`src/rtl/usbei_pkg.sv`:
```
package usbei_pkg;
    // Bus and register geometry
    localparam int EP_NUM = 3;
    localparam int DW = 32;
    localparam int AW = 12;
    localparam int RW = 8;
    localparam int IW = 10;
    // Register indexes; byte address is four times the index
    localparam logic [IW-1:0] IDX_IRQ_EN = 10'h0C2;
    localparam logic [IW-1:0] IDX_FIFO_RST = 10'h0D5;
    localparam logic [IW-1:0] IDX_IRQ_FLAGS = 10'h0F8;
    localparam logic [IW-1:0] IDX_EV_STAT = 10'h100;
    localparam logic [IW-1:0] IDX_EV_MASK = 10'h101;
    localparam logic [IW-1:0] IDX_EP_STAT = 10'h110;
    // Reset values
    localparam logic [RW-1:0] IRQ_EN_RST = 8'h00;
    localparam logic [RW-1:0] FIFO_RST_RST = 8'h00;
    localparam logic [RW-1:0] SRC_RST = 8'h00;
    // Source flag positions within an endpoint status register
    localparam int SRC_IN_DONE = 0;
    localparam int SRC_OUT_B0 = 1;
    localparam int SRC_SETUP = 2;
    localparam int SRC_STALL_CRC = 3;
    localparam int SRC_OUT_B1 = 6;
    localparam logic [RW-1:0] SRC_MASK = 8'h4F;
    localparam logic [RW-1:0] SRC_SETUP_ONLY = 8'h04;

    function automatic logic [AW-1:0] reg_addr(input logic [IW-1:0] idx);
        return {idx, 2'b00};
    endfunction : reg_addr
endpackage : usbei_pkg

```
`src/rtl/usbei_ep_if.sv`:
```
`timescale 1ns/10ps
// Per-endpoint link between the register front end and a source-flag holder
interface usbei_ep_if;
    logic [7:0] set;
    logic [7:0] keep;
    logic clr_stb;
    logic [7:0] flags;
    modport ctrl (output set, output keep, output clr_stb, input flags);
    modport src (input set, input keep, input clr_stb, output flags);
endinterface : usbei_ep_if

```
`src/rtl/usbei_ep_src.sv`:
```
`timescale 1ns/10ps
// Holds one endpoint's interrupt source flags
module usbei_ep_src (
    input wire logic pclk,
    input wire logic presetn,
    usbei_ep_if.src ep
);
    import usbei_pkg::*;

    logic [RW-1:0] flags_q, flags_d;

    // Firmware clears by writing zero; a hardware set wins over that clear
    always_comb begin
        flags_d = flags_q;
        if (ep.clr_stb) begin
            flags_d = flags_d & ep.keep;
        end
        if (ep.set[SRC_SETUP]) begin
            flags_d = SRC_SETUP_ONLY; // RULE8
        end else begin
            flags_d = (flags_d | ep.set) & SRC_MASK; // RULE9
        end
    end

    always_ff @(posedge pclk or negedge presetn) begin
        if (!presetn) begin
            flags_q <= SRC_RST;
        end else begin
            flags_q <= flags_d;
        end
    end

    assign ep.flags = flags_q;
endmodule : usbei_ep_src

```
`src/rtl/usbei_irq_stat.sv`:
```
`timescale 1ns/10ps
// Sticky event status, read-to-clear, with mask and one level output
module usbei_irq_stat #(
    parameter int WIDTH = 3
) (
    input wire logic pclk,
    input wire logic presetn,
    input wire logic [WIDTH-1:0] ev,
    input wire logic [WIDTH-1:0] rd_clr,
    input wire logic mask_we,
    input wire logic [WIDTH-1:0] mask_wdata,
    output logic [WIDTH-1:0] stat,
    output logic [WIDTH-1:0] mask,
    output logic irq
);
    logic [WIDTH-1:0] stat_q, stat_d, mask_q, mask_d;
    logic irq_q, irq_d;

    // Only bits seen by the read are cleared, and a new event wins
    always_comb begin
        stat_d = (stat_q & ~rd_clr) | ev;
        mask_d = mask_we ? mask_wdata : mask_q;
        irq_d = |(stat_d & mask_d);
    end

    always_ff @(posedge pclk or negedge presetn) begin
        if (!presetn) begin
            stat_q <= '0;
            mask_q <= '0;
            irq_q <= 1'b0;
        end else begin
            stat_q <= stat_d;
            mask_q <= mask_d;
            irq_q <= irq_d;
        end
    end

    assign stat = stat_q;
    assign mask = mask_q;
    assign irq = irq_q;
endmodule : usbei_irq_stat

```
`src/rtl/usbei_top.sv`:
```
// The APB slave port was chosen for this implementation.
`timescale 1ns/10ps
// Function
// RULE1: Bits above the endpoint bits of the reset, enable and flag registers read as zero.
// RULE2: Firmware pulses an endpoint's FIFO clear bit before using that FIFO after any reset.
// RULE3: Each endpoint has an interrupt enable bit; one enables, zero disables.
// RULE4: An endpoint flag is set whenever any of its five interrupt sources is set.
// RULE5: The USB interrupt for an endpoint is raised only while enabled and flagged.
// RULE6: An endpoint flag clears by itself once all of its sources are clear.
// RULE7: The flag register is read-only, ignores writes and reads zero after reset.
// RULE8: A valid setup packet sets the setup source and clears the other status bits.
// RULE9: The IN-done source is set once an IN packet is sent or acknowledged.
// RULE10: The enabled endpoint conditions are ORed into one USB interrupt line.
module usbei_top #(
    parameter int num_ep = usbei_pkg::EP_NUM
) (
    input wire logic pclk,
    input wire logic presetn,
    input wire logic psel,
    input wire logic penable,
    input wire logic pwrite,
    input wire logic [usbei_pkg::AW-1:0] paddr,
    input wire logic [usbei_pkg::DW-1:0] pwdata,
    output logic [usbei_pkg::DW-1:0] prdata,
    output logic pready,
    output logic pslverr,
    input wire logic [num_ep-1:0] ev_in_done,
    input wire logic [num_ep-1:0] ev_out_bank0,
    input wire logic [num_ep-1:0] ev_out_bank1,
    input wire logic [num_ep-1:0] ev_setup,
    input wire logic [num_ep-1:0] ev_stall_crc,
    output logic [num_ep-1:0] fifo_clear,
    output logic usb_irq,
    output logic cpu_irq
);
    import usbei_pkg::*;

    localparam logic [RW-1:0] EP_MASK = RW'((1 << num_ep) - 1);

    // Endpoint bits must fit below the register width
    if (num_ep < 1 || num_ep > RW) begin : g_bad_num_ep
        $error("num_ep out of range");
    end

    logic [RW-1:0] irq_en_q, irq_en_d;
    logic [RW-1:0] fifo_rst_q, fifo_rst_d;
    logic [DW-1:0] prdata_q, prdata_d;
    logic pslverr_q, pslverr_d;
    logic [num_ep-1:0] ep_flag_q, ep_flag_d;
    logic usb_irq_q, usb_irq_d;
    logic [num_ep-1:0] ep_flag;
    logic [num_ep-1:0] ep_rise;
    logic [num_ep-1:0] ev_stat;
    logic [num_ep-1:0] ev_mask;
    logic [num_ep-1:0] rd_clr;
    logic [num_ep-1:0] ep_clr;
    logic [RW-1:0] src_flags [num_ep];
    logic setup_ph;
    logic acc_wr;
    logic acc_rd;
    logic mask_we;

    // Bus phases; the slave never stretches the access phase
    assign setup_ph = psel && !penable;
    assign acc_wr = psel && penable && pwrite;
    assign acc_rd = psel && penable && !pwrite;
    assign pready = 1'b1;
    assign mask_we = acc_wr && paddr == reg_addr(IDX_EV_MASK);

    usbei_ep_if ep_if [num_ep] ();

    // One source-flag holder per endpoint
    for (genvar i = 0; i < num_ep; i++) begin : g_ep
        always_comb begin
            ep_if[i].set = '0;
            ep_if[i].set[SRC_IN_DONE] = ev_in_done[i]; // RULE9
            ep_if[i].set[SRC_OUT_B0] = ev_out_bank0[i];
            ep_if[i].set[SRC_OUT_B1] = ev_out_bank1[i];
            ep_if[i].set[SRC_SETUP] = ev_setup[i]; // RULE8
            ep_if[i].set[SRC_STALL_CRC] = ev_stall_crc[i];
        end
        assign ep_if[i].keep = pwdata[RW-1:0];
        assign ep_clr[i] = acc_wr && paddr == reg_addr(IDX_EP_STAT + IW'(i));
        assign ep_if[i].clr_stb = ep_clr[i];
        assign src_flags[i] = ep_if[i].flags;
        // Flag follows its sources, so it clears with the last of them
        assign ep_flag[i] = |ep_if[i].flags; // RULE4 RULE6

        usbei_ep_src u_src (
            .pclk(pclk),
            .presetn(presetn),
            .ep(ep_if[i])
        );
    end

    // A rising endpoint flag is the event for the status register
    assign ep_rise = ep_flag & ~ep_flag_q;

    // Clear only what the read returned, so a later event is not lost
    assign rd_clr = (acc_rd && paddr == reg_addr(IDX_EV_STAT)) ?
        prdata_q[num_ep-1:0] : '0;

    usbei_irq_stat #(
        .WIDTH(num_ep)
    ) u_stat (
        .pclk(pclk),
        .presetn(presetn),
        .ev(ep_rise),
        .rd_clr(rd_clr),
        .mask_we(mask_we),
        .mask_wdata(pwdata[num_ep-1:0]),
        .stat(ev_stat),
        .mask(ev_mask),
        .irq(cpu_irq)
    );

    // Writable registers; reserved bits never store
    always_comb begin
        irq_en_d = irq_en_q;
        fifo_rst_d = fifo_rst_q;
        if (acc_wr && paddr == reg_addr(IDX_IRQ_EN)) begin
            irq_en_d = pwdata[RW-1:0] & EP_MASK; // RULE1 RULE3
        end
        if (acc_wr && paddr == reg_addr(IDX_FIFO_RST)) begin
            fifo_rst_d = pwdata[RW-1:0] & EP_MASK; // RULE1 RULE2
        end
    end

    always_ff @(posedge pclk or negedge presetn) begin
        if (!presetn) begin
            irq_en_q <= IRQ_EN_RST;
            fifo_rst_q <= FIFO_RST_RST;
        end else begin
            irq_en_q <= irq_en_d;
            fifo_rst_q <= fifo_rst_d;
        end
    end

    // Read data is fetched in the setup cycle so it leaves a flip-flop
    always_comb begin
        logic [RW-1:0] rd_val;
        logic hit;
        rd_val = '0;
        hit = 1'b1;
        prdata_d = prdata_q;
        pslverr_d = pslverr_q;
        if (setup_ph) begin
            if (paddr == reg_addr(IDX_IRQ_EN)) begin
                rd_val = irq_en_q; // RULE1
            end else if (paddr == reg_addr(IDX_FIFO_RST)) begin
                rd_val = fifo_rst_q;
            end else if (paddr == reg_addr(IDX_IRQ_FLAGS)) begin
                rd_val[num_ep-1:0] = ep_flag; // RULE1 RULE7
            end else if (paddr == reg_addr(IDX_EV_STAT)) begin
                rd_val[num_ep-1:0] = ev_stat;
            end else if (paddr == reg_addr(IDX_EV_MASK)) begin
                rd_val[num_ep-1:0] = ev_mask;
            end else begin
                hit = 1'b0;
                for (int j = 0; j < num_ep; j++) begin
                    if (paddr == reg_addr(IDX_EP_STAT + IW'(j))) begin
                        rd_val = src_flags[j];
                        hit = 1'b1;
                    end
                end
            end
            prdata_d = {{(DW-RW){1'b0}}, rd_val};
            pslverr_d = !hit;
        end
    end

    always_ff @(posedge pclk or negedge presetn) begin
        if (!presetn) begin
            prdata_q <= '0;
            pslverr_q <= 1'b0;
        end else begin
            prdata_q <= prdata_d;
            pslverr_q <= pslverr_d;
        end
    end

    // Interrupt request gated per endpoint, then ORed; registered for a clean level
    always_comb begin
        ep_flag_d = ep_flag;
        usb_irq_d = |(ep_flag & irq_en_q[num_ep-1:0]); // RULE5 RULE10
    end

    always_ff @(posedge pclk or negedge presetn) begin
        if (!presetn) begin
            ep_flag_q <= '0;
            usb_irq_q <= 1'b0;
        end else begin
            ep_flag_q <= ep_flag_d;
            usb_irq_q <= usb_irq_d;
        end
    end

    // Level outputs; the FIFO clear follows firmware's pulse of the bit
    assign fifo_clear = fifo_rst_q[num_ep-1:0]; // RULE2
    assign usb_irq = usb_irq_q;
    assign prdata = pslverr_q ? '0 : prdata_q;
    assign pslverr = pslverr_q && psel && penable;

    logic any_clr;
    assign any_clr = |ep_clr;

    // Any source event per endpoint, as the host side reports it
    logic [num_ep-1:0] any_src;
    assign any_src = ev_in_done | ev_out_bank0 | ev_out_bank1 | ev_setup | ev_stall_crc;

    // Decoded apart from the read path, so a slip there shows up in the checks
    function automatic logic addr_mapped(input logic [AW-1:0] addr);
        logic hit;
        hit = addr == reg_addr(IDX_IRQ_EN) || addr == reg_addr(IDX_FIFO_RST)
            || addr == reg_addr(IDX_IRQ_FLAGS) || addr == reg_addr(IDX_EV_STAT)
            || addr == reg_addr(IDX_EV_MASK);
        for (int j = 0; j < num_ep; j++) begin
            hit = hit || addr == reg_addr(IDX_EP_STAT + IW'(j));
        end
        return hit;
    endfunction : addr_mapped
endmodule : usbei_top

```
`config.mk`:
```
export PLATFORM = sky130hd
export DESIGN_NAME = usbei_top
export DESIGN_NICKNAME = d
export VERILOG_FILES = /design/src/rtl/usbei_pkg.sv /design/src/rtl/usbei_ep_if.sv /design/src/rtl/usbei_ep_src.sv /design/src/rtl/usbei_irq_stat.sv /design/src/rtl/usbei_top.sv
export SDC_FILE = /design/constraint.sdc
export NUM_CORES = 1
export LEC_CHECK = 0
export BUFFER_PORTS_ARGS = -buffer_cell sky130_fd_sc_hd__buf_4
export CORE_MARGIN = 1.5
export CORE_UTILIZATION = 46
export CTS_CLUSTER_DIAMETER = 120
export DETAILED_ROUTE_END_ITERATION = 6
export PLACE_DENSITY = 0.83
export SYNTH_ARGS = -nofsm -noshare
export SYNTH_HDL_FRONTEND = slang
export SYNTH_SLANG_ARGS = --single-unit
```
`constraint.sdc`:
```
create_clock -name pclk -period 1.8 [get_ports pclk]
set_clock_uncertainty 0.15 [all_clocks]
set_input_delay 0.54 -clock pclk [delete_from_list [all_inputs] [get_ports pclk]]
set_output_delay 0.54 -clock pclk [all_outputs]
set_load 0.01 [all_outputs]
```
==> run metrics, run 1 <==
status finished with violations; failing checks design-rule violations, negative setup slack; distinct cell type count after synthesis 47; synthesized cell area 2171 um^2; Net Switching 0.5272 mW; FP Rows 24; clk sinks 38; number of synthesized register bits 38; syn_area_per_cell 9.823 um^2; fraction of registers with async set or reset after synthesis 100.0%; number of synthesis warnings 0; vias in the first global route 2078; fin area 3236 um^2; Starting Density 48.85%; top-area cell type share of the netlist area 43.80%; CTS buffer count 5; Slew Limit Fails 0; Worst-Skew Late Latency 0.29 ns; Final Critical Period 2.421 ns; Clock power frac 32.7%; global-route wire length before repair 9.873 mm; RR Startpoint g_ep[0].u_src.ep.flags[1]$_DFF_PN0_; Hold WC Path Type primary input to async pin; Hold Violations, Final 0; CP Max Fanout 3; WP data arrival 2.45 ns; clock-pin slew on the worst setup and hold paths 0.08 ns; placed instance count 342; highest clock rate 413.1 MHz; CTS Root Cell clkbuf_8; final setup violation count 28; most frequent cells in the layout buf_4, dfrtp_1, conb_1; die footprint 5140 um^2; Worst Setup Slack, final -0.6209 ns; grt total ovfl 0; placed inst area 2776 um^2; startpoint types primary input; Comb pwr share 18.5%; Cell Count, Final, Fillers Out 357; gr usage total 24.90%; most common library cell in the layout ignoring fill and taps buf_4; sequential fraction of the synthesis area 43.80%; reg-to-reg endpoint prdata_q[0]$_DFFE_PN0P_; port bufs 47; EDFF count, synth 0; worst vdd ir 0.4056 mV; # diodes 0; largest net degree at the start of global routing 39; Seq pwr share 48.8%; vias 2100; share of cells above drive strength 1 50.49%; CP Class primary input to flip-flop; Pwr Density 584.0 nW/um^2; detailed placer's ending HPWL 4.356 mm; # nets final 368; final wirelength 6.516 mm; Cells after Synth 221; Routability Congestion 0.9680; initial antenna violation count 0; Max-cap violations 0; switching share of power 27.90%; Ports 103; CTS tree done; synthesis-to-layout area growth 49.05%; Fillers 293; H-tree Lvls 2; Top FF cell, synth dfrtp_1; core area 4444 um^2; period utilization 134.5%; Die Height 71.70 um; leak pwr 1.528 nW; initial DRC count 320; Initial DRT Pass Iterations 6; Reg2Reg Depth 6; CP Capture Type flip-flop; Yosys top cell by area dfrtp_1; DRC violations left 4; Vias/cell 5.882; RSZ-0062 raised after global routing true; clock buffer depth 2; Chip Width 71.70 um; drt wl/cell 18.25 um; Synth area leaders dfrtp_1, buf_4, o21ai_0; R2R setup slack 0.05 ns; Internal 1.362 mW; Worst EP required 1.83 ns; Post-DRT Antenna Nets 0
==> power by group through the flow <==
stage                     Clock [mW]  Combinational [mW]  Sequential, mW
after detailed placement           0               0.295           0.930
after CTS                      0.623               0.313           0.914
final                          0.617               0.350           0.922
after floorplan                    0               0.175           0.920
after global placement             0               0.288           0.928
after global routing           0.669               0.376           0.927
==> layer usage <==
| layer | wire length, um | up-vias | share of wire, % | track usage [%] |
|---|---|---|---|---|
| li1 | - | 912 | - | - |
| met2 | 3407 | 145 | 52 | 43.21 |
| met3 | 553 | 28 | 8.5 | 5.767 |
| met5 | 0 | - | 0 | 0 |
| met4 | 226 | 0 | 3.5 | 10.06 |
| met1 | 2328 | 1015 | 36 | 29.77 |
==> through the flow <==
step           utilization [%]  setup WS [ns]  hold WS [ns]  total power [mW]  TNS, ns
2_1_floorplan                -        -0.7505       0.09441             1.095   -3.606
3_3_place_gp             62.47        -0.9135        0.2852             1.217   -14.35
3_5_place_dp             62.47        -0.9475        0.3022             1.225   -15.24
4_1_cts                  68.27        -0.6137       0.06401             1.850   -2.550
5_1_grt                  72.80        -0.6280       0.08060             1.972   -4.404
6_report                 72.80        -0.6209       0.04555             1.890   -3.231
==> worst max-delay path, cell delays in order <==
cell and delay (ns):
buf_6 0.09, or4_4 0.53, or4_4 0.59, mux2_4 0.33, o21a_1 0.11, a221o_1 0.26
==> state kept, by name, indices dropped and copies added (netlist names), 3 cells and up <==
signal               flops
ep_flag_q                3
prdata_q                 5
g_ep.u_src.ep.flags     15
irq_en_q                 3
u_stat.stat              3
fifo_rst_q               3
u_stat.mask              3
==> what timing repair did <==
| item | 4_1_cts | 5_1_grt |
|---|---|---|
| buffers inserted | 5 | 3 |
| hold buffers | 0 | 0 |
| pin swaps | 18 | 26 |
| endpoints found under the setup margin | 32 | 36 |
| resized for setup | 37 | 45 |
==> layout make-up <==
class,count,area (um^2),share of cell area [%]
clock buffers,6,82.58,2.552
multi-input cells,161,1381,42.69
clock inverters,2,12.51,0.3867
inverters,16,60.06,1.856
well taps,52,65.06,2.011
flip-flops and latches,38,950.9,29.39
repair buffers,82,683.2,21.11
==> worst max-delay path by stage <==
| stage | startpoint | end | slack, ns | cells past startpoint |
|---|---|---|---|---|
| 2_1_floorplan | paddr[5] | u_stat.irq$_DFF_PN0_ | -0.75 | 5 |
| 3_3_place_gp | paddr[5] | u_stat.irq$_DFF_PN0_ | -0.91 | 6 |
| 3_5_place_dp | paddr[5] | u_stat.irq$_DFF_PN0_ | -0.95 | 6 |
| 4_1_cts | paddr[11] | u_stat.irq$_DFF_PN0_ | -0.61 | 6 |
| 5_1_grt | paddr[6] | u_stat.irq$_DFF_PN0_ | -0.63 | 6 |
| 6_report | paddr[6] | u_stat.irq$_DFF_PN0_ | -0.62 | 6 |
==> cells by family after synthesis <==
group	Yosys count	synth area share, %
flip-flops	38	43.80
multiplexers	15	8.358
other	2	0.3460
buffers and inverters	48	13.14
AO/OA/AOI/OAI	57	16.60
AND/OR/NAND/NOR	61	17.75
==> cell usage after synthesis, drive strengths merged, types with 2 or more instances <==
| master | n |
|---|---|
| nand3 | 2 |
| dfrtp | 38 |
| a31oi | 2 |
| and3 | 4 |
| a22o | 2 |
| buf | 29 |
| nor4 | 3 |
| nand2b | 4 |
| nor4bb | 3 |
| and4 | 3 |
| clkbuf | 3 |
| inv | 16 |
| nor2b | 8 |
| a21oi | 14 |
| o21ai | 20 |
| nor3 | 5 |
| a22oi | 2 |
| a21o | 3 |
| or4 | 3 |
| a221o | 3 |
| or2 | 2 |
| nand2 | 9 |
| nor2 | 5 |
| nand4 | 2 |
| mux2 | 9 |
| a32o | 2 |
| conb | 2 |
| nor4b | 2 |
| a221oi | 2 |
| mux2i | 5 |
No activity file was read; power rests on OpenSTA's default activity.
==> inputs of run 2 (changes only) <==
--- a/config.mk
+++ b/config.mk
@@ -11,6 +11,7 @@
 export CTS_CLUSTER_DIAMETER = 120
 export DETAILED_ROUTE_END_ITERATION = 6
 export PLACE_DENSITY = 0.83
+export REMOVE_ABC_BUFFERS = 1
 export SYNTH_ARGS = -nofsm -noshare
 export SYNTH_HDL_FRONTEND = slang
 export SYNTH_SLANG_ARGS = --single-unit
==> run metrics, run 2 (synthesis results as in run 1) <==
Pwr Total 1.812 mW (-4.1%); die footprint 5140 um^2 (unchanged); grt total ovfl 0 (unchanged); CP Buf/Inv Count 1 (unchanged); Initial DRT Pass Iterations 6 (unchanged); CP Capture Type flip-flop; CTS Hold Bufs 0 (unchanged); final setup violation count 34 (+21%); synthesis-to-layout area growth 44.96%; Final Critical Period 2.393 ns (-0.02840 ns); Die Height 71.70 um (unchanged); most frequent cells in the layout buf_4, dfrtp_1, conb_1; CP Max Fanout 3 (unchanged); clk sinks 38 (unchanged); TNS Setup -7.144 ns (-3.913 ns); vias 1964 (-6.5%); largest net degree at the start of global routing 39 (unchanged); Final Core Density 70.81% (-2.0 points); clock-pin slew on the worst setup and hold paths 0.07 ns (about the same); max reg flops 15 (unchanged); CTS buffer count 5 (unchanged); drt wl/cell 16.96 um (-7.1%); leak pwr 1.543 nW (+0.98%); highest clock rate 418.0 MHz (+1.2%); status finished with violations; gr usage total 23.25% (-1.6 points); CP cell instances buf_6 -> or4b_4 -> or4_4 -> mux2_4 -> o21a_1 -> a221o_1; core area 4444 um^2 (unchanged); startpoint types primary input; detailed placer's ending HPWL 4.285 mm (-1.6%); DRC violations left 6 (+2); placed inst area 2724 um^2 (-1.9%); Post-DRT Antenna Nets 0 (unchanged); Starting Density 48.85% (unchanged); # diodes 0 (unchanged); worst vdd ir 0.4754 mV (+17%); Worst Setup Slack, final -0.5925 ns (+0.02840 ns); port bufs 47 (unchanged); CP peak stage delay 0.58 ns (about the same); share of cells above drive strength 1 49.68% (-0.81 points); # nets final 374 (+1.6%); WP data arrival 2.43 ns (-0.02 ns); Slew Limit Fails 0 (unchanged); failing checks design-rule violations, negative setup slack; RSZ-0062 raised after global routing true; Routability Congestion 0.9036 (-6.7%); Crit path max-delay family simple AND/OR/NAND/NOR gates; CP Class primary input to flip-flop; Ports 103 (unchanged); Max-cap violations 0 (unchanged); Hold Violations, Final 0 (unchanged); initial antenna violation count 0 (unchanged); placed instance count 349 (+2.0%); Vias/cell 5.425 (-7.8%); FP Rows 24 (unchanged); reg-to-reg endpoint prdata_q[0]$_DFFE_PN0P_; R2R setup slack 0.07 ns (+0.02 ns); Cell Count, Final, Fillers Out 362 (+1.4%); final wirelength 6.140 mm (-5.8%); Worst-Skew Late Latency 0.29 ns (about the same); CTS tree done; H-tree Lvls 2 (unchanged); Pwr Density 575.9 nW/um^2 (-1.4%); Worst EP required 1.84 ns (about the same); vias in the first global route 1912 (-8.0%); period utilization 132.9% (-1.6 points); global-route wire length before repair 9.170 mm (-7.1%); initial DRC count 159 (-50%); Max stage delay cell, worst path or4_4; clock buffer depth 2 (unchanged); Hold WC Path Type primary input to async pin; fin area 3147 um^2 (-2.7%); most common library cell in the layout ignoring fill and taps buf_4; CTS Root Cell clkbuf_8; Reg2Reg Depth 6 (unchanged); RR Startpoint g_ep[0].u_src.ep.flags[1]$_DFF_PN0_; Chip Width 71.70 um (unchanged)
## run 2: cell count changes in the layout (fill, tap and decap cells not counted), moves of 2 or more
| cell | delta |
|---|---|
| o21ai_4 | -2 |
| nand2_4 | +2 |
| or4_4 | -2 |
| buf_4 | +14 |
| nor3_4 | -2 |
| nor4_1 | +2 |
| or4_1 | +2 |
| o21ai_2 | +2 |
| buf_6 | -8 |
| nor3_1 | +2 |
## run 2: repair_timing
| item | in CTS | in global routing |
|---|---|---|
| pin swaps | 11 | 12 |
| resized for setup | 44 | 43 |
| endpoints found under the setup margin | 35 | 35 |
| buffers inserted | 4 | 3 |
## run 2: worst max-delay path by stage
| stage | start | endpoint | cells past startpoint |
|---|---|---|---|
| after floorplan | paddr[9] | u_stat.irq$_DFF_PN0_ | 5 |
| after global placement | paddr[9] | u_stat.irq$_DFF_PN0_ | 6 |
| after detailed placement | paddr[9] | u_stat.irq$_DFF_PN0_ | 6 |
| after CTS | paddr[11] | u_stat.irq$_DFF_PN0_ | 6 |
| after global routing | paddr[5] | u_stat.irq$_DFF_PN0_ | 6 |
| final | paddr[11] | u_stat.irq$_DFF_PN0_ | 6 |
## run 2: routing by layer
layer  global-route usage, %  vias to the layer above  part of all wire, %
met2                   37.76                       76                   51
li1                        -                      923                    -
met3                   5.345                       15                  5.8
met1                   30.32                      950                   42
met5                       0                        -                    0
met4                   8.805                        0                  1.7
## run 2: area by class of cell
| class | instances | area, um^2 |
|---|---|---|
| clock buffer | 5 | 68.82 |
| clock inverter | 2 | 10.01 |
| fill | 327 | 1297 |
| inverter | 16 | 60.06 |
| multi-input combinational | 161 | 1292 |
| sequential | 38 | 952.2 |
| tap | 52 | 65.06 |
| timing repair buffer | 88 | 698.2 |
## run 2: per-stage QoR
stage / worst slack (ns) / hold slack, ns
after floorplan: -0.7534 / 0.09441
after global placement: -0.9101 / 0.3423
after detailed placement: -0.9470 / 0.3404
after CTS: -0.5742 / 0.05883
after global routing: -0.6202 / 0.08324
final: -0.5925 / 0.04843
## run 2: where the power goes
part           switching, mW  total [mW]  internal [mW]
combinational          0.174       0.341          0.166
sequential            0.0359       0.922          0.886
clock                  0.290       0.550          0.260
## run 2: worst register-to-register path, delay by kind of cell, from the launching register on
kind                   cells  cell delay [ns]
buffers and inverters      1             0.15
AOI/OAI and AO/OA          2             0.31
DFF                        1             0.40
and+or+nand+nor            3             0.65
==> inputs of run 3 (changes only) <==
--- a/config.mk
+++ b/config.mk
@@ -7,11 +7,12 @@
 export LEC_CHECK = 0
 export BUFFER_PORTS_ARGS = -buffer_cell sky130_fd_sc_hd__buf_4
 export CORE_MARGIN = 1.5
-export CORE_UTILIZATION = 46
+export CORE_UTILIZATION = 40
 export CTS_CLUSTER_DIAMETER = 120
 export DETAILED_ROUTE_END_ITERATION = 6
-export PLACE_DENSITY = 0.83
+export PLACE_DENSITY = 0.71
 export REMOVE_ABC_BUFFERS = 1
 export SYNTH_ARGS = -nofsm -noshare
 export SYNTH_HDL_FRONTEND = slang
+export SYNTH_HIERARCHICAL = 1
 export SYNTH_SLANG_ARGS = --single-unit
==> run metrics, run 3 <==
status finished with violations; failing checks design-rule violations, negative setup slack; Synth area leaders dfrtp_1, buf_4, nor3b_2; sequential fraction of the synthesis area 37.88% (-5.9 points); Hold WC Path Type primary input to async pin; gr usage total 20.85% (-2.4 points); Ports 103 (unchanged); Hold Violations, Final 0 (unchanged); Initial DRT Pass Iterations 6 (unchanged); vias in the first global route 2287 (+20%); Slew Limit Fails 0 (unchanged); Chip Width 85.29 um (+19%); cell mode on critical path buf_6; core area 6459 um^2 (+45%); EDFF count, synth 0 (unchanged); FP Rows 29 (+21%); Die Height 85.29 um (+19%); final setup violation count 29 (-15%); Cell Count, Final, Fillers Out 453 (+25%); largest net degree at the start of global routing 42 (+7.7%); synthesized cell area 2709 um^2 (+25%); cell with the most instances after synthesis dfrtp_1; clock-pin slew on the worst setup and hold paths 0.08 ns (about the same); RR Startpoint g_ep[2].u_src/ep.flags[6]$_DFF_PN0_; final wirelength 7.646 mm (+25%); drt wl/cell 16.88 um (-0.49%); Final Core Density 60.62% (-10 points); Reg2Reg Depth 5 (-1); Post-DRT Antenna Nets 0 (unchanged); DRC violations left 6 (unchanged); CP cell instances buf_6 -> or4_4 -> buf_4 -> buf_6 -> or3_4 -> o22ai_2 -> o221ai_2 -> o21ai_2; most frequent cells in the layout buf_4, dfrtp_1, conb_1; WP data arrival 2.26 ns (-0.17 ns); Pwr Density 530.5 nW/um^2 (-7.9%); global-route wire length before repair 11.76 mm (+28%); Rel. slew slack 64.47%; R2R setup slack 0.06 ns (about the same); Top FF cell, synth dfrtp_1; Max-cap violations 0 (unchanged); fin area 3915 um^2 (+24%); Worst EP required 1.88 ns (+0.04 ns); port bufs 50 (+6.4%); Max stage delay cell, worst path or4_4; initial antenna violation count 0 (unchanged); top-area cell type share of the netlist area 37.88% (-5.9 points); # diodes 0 (unchanged); CP Class primary input to flip-flop; CTS Root Cell clkbuf_8; worst-margin pin slew 0.5330 ns; synthesis-to-layout area growth 44.53%; clock buffer depth 2 (unchanged); worst vdd ir 0.2937 mV (-38%); fraction of registers with async set or reset after synthesis 100.0% (unchanged); reg-to-reg endpoint u_stat/irq$_DFF_PN0_; number of synthesized register bits 41 (+7.9%); grt total ovfl 0 (unchanged); CTS Hold Bufs 0 (unchanged); max reg flops 15 (unchanged); die footprint 7274 um^2 (+42%); period utilization 121.5% (-11 points); Worst-Skew Late Latency 0.29 ns (about the same); CTS buffer count 5 (unchanged); number of synthesis warnings 6 (+6); CP Buf/Inv Count 3 (+2); Yosys top cell by area dfrtp_1; leak pwr 1.752 nW (+14%); placed inst area 3299 um^2 (+21%); distinct cell type count after synthesis 49 (+4.3%); placed instance count 427 (+22%); detailed placer's ending HPWL 5.427 mm (+27%); Crit path max-delay family simple AND/OR/NAND/NOR gates; Final Critical Period 2.187 ns (-0.2059 ns); syn_area_per_cell 9.959 um^2 (+1.4%); Routability Congestion 0.9887 (+9.4%); CP peak stage delay 0.56 ns (-0.02 ns); startpoint types primary input; highest clock rate 457.3 MHz (+9.4%); Worst Setup Slack, final -0.3866 ns (+0.2059 ns); Post-synth top cells dfrtp_1, buf_4, nor2_1; CTS tree done; CP Capture Type flip-flop; initial DRC count 121 (-24%); vias 2387 (+22%); Starting Density 41.94% (-6.9 points); Cells after Synth 272 (+23%); most common library cell in the layout ignoring fill and taps buf_4; share of cells above drive strength 1 50.00% (+0.32 points); CP Max Fanout 4 (+1); Vias/cell 5.269 (-2.9%); H-tree Lvls 2 (unchanged); clk sinks 41 (+7.9%); RSZ-0062 raised after global routing true; # nets final 439 (+17%)
run 3: cell types whose count changed in the layout (fill, tap and decap cells not counted), moves of 9 or more:
cell / delta
inv_1: -9
nor2_1: +20
nor3_2: +12
nor3b_4: +11
o21ai_2: -16
run 3: kinds of logic (layout without fill, tap and decap cells):
family          Yosys count  after routing  share of synthesized area, %
compound gates           42             42                         11.55
mux                      16             16                         7.021
other cells               5             34                        0.6929
simple gates            122            122                         31.73
buf+inv                  46            121                         11.13
flops                    41             41                         37.88
run 3: worst max-delay path by stage:
stage              from                 endpoint  slack [ns]  cells after the start
2_1_floorplan  paddr[5]     u_stat/irq$_DFF_PN0_       -0.67                      5
3_3_place_gp   paddr[1]     u_stat/irq$_DFF_PN0_       -0.71                      7
3_5_place_dp   paddr[1]     u_stat/irq$_DFF_PN0_       -0.76                      7
4_1_cts        paddr[6]     u_stat/irq$_DFF_PN0_       -0.35                      9
5_1_grt        paddr[1]     u_stat/irq$_DFF_PN0_       -0.44                      7
6_report       paddr[1]  prdata_q[2]$_DFFE_PN0P_       -0.39                      8
run 3: per-layer routing:
metal | up-vias | share of wire, % | routed length [um] | GRT usage, %
met3 | 13 | 6.5 | 499 | 3.988
met5 | - | 0 | 0 | 0
met4 | 0 | 2.0 | 155 | 7.331
li1 | 1119 | - | - | -
met2 | 103 | 50 | 3806 | 34.27
met1 | 1152 | 42 | 3184 | 27.56
run 3: worst reg2reg max path: cells and delay by family (launching register included):
kind	cells	cell delay (ns)
DFF	1	0.40
AOI/OAI and AO/OA	2	0.49
and+or+nand+nor	3	0.58
run 3: power by group:
| group | internal, mW | leakage [nW] | switching [mW] |
|---|---|---|---|
| clock network | 0.346 | 0.0542 | 0.308 |
| logic | 0.205 | 1.20 | 0.234 |
| registers | 0.952 | 0.500 | 0.0316 |
run 3: layout make-up:
type                       instances  area, um^2
tap                               77       96.34
fill                             524        2544
clock inverter                     1       5.005
timing repair buffer             106       893.4
inverter                           7       26.28
clock buffer                       7       96.34
multi-input combinational        214        1770
sequential                        41        1027
run 3: stage by stage:
stage / worst slack (ns) / hold slack, ns / TNS, ns / power, mW
global route: -0.4356 / 0.1106 / -6.489 / 2.166
CTS: -0.3458 / 0.08987 / -2.967 / 2.039
detailed placement: -0.7633 / 0.3149 / -16.46 / 1.345
global placement: -0.7134 / 0.3048 / -16.08 / 1.341
finish: -0.3866 / 0.07491 / -4.569 / 2.077
floorplan: -0.6749 / 0.09441 / -6.023 / 1.129
run 3: repair_timing:
action                                 in CTS  in global routing
gates resized for setup                    55                 28
pin swaps                                  34                 16
endpoints found under the hold margin       0                  0
setup buffers                              12                  9
setup endpoints to repair                  36                 41
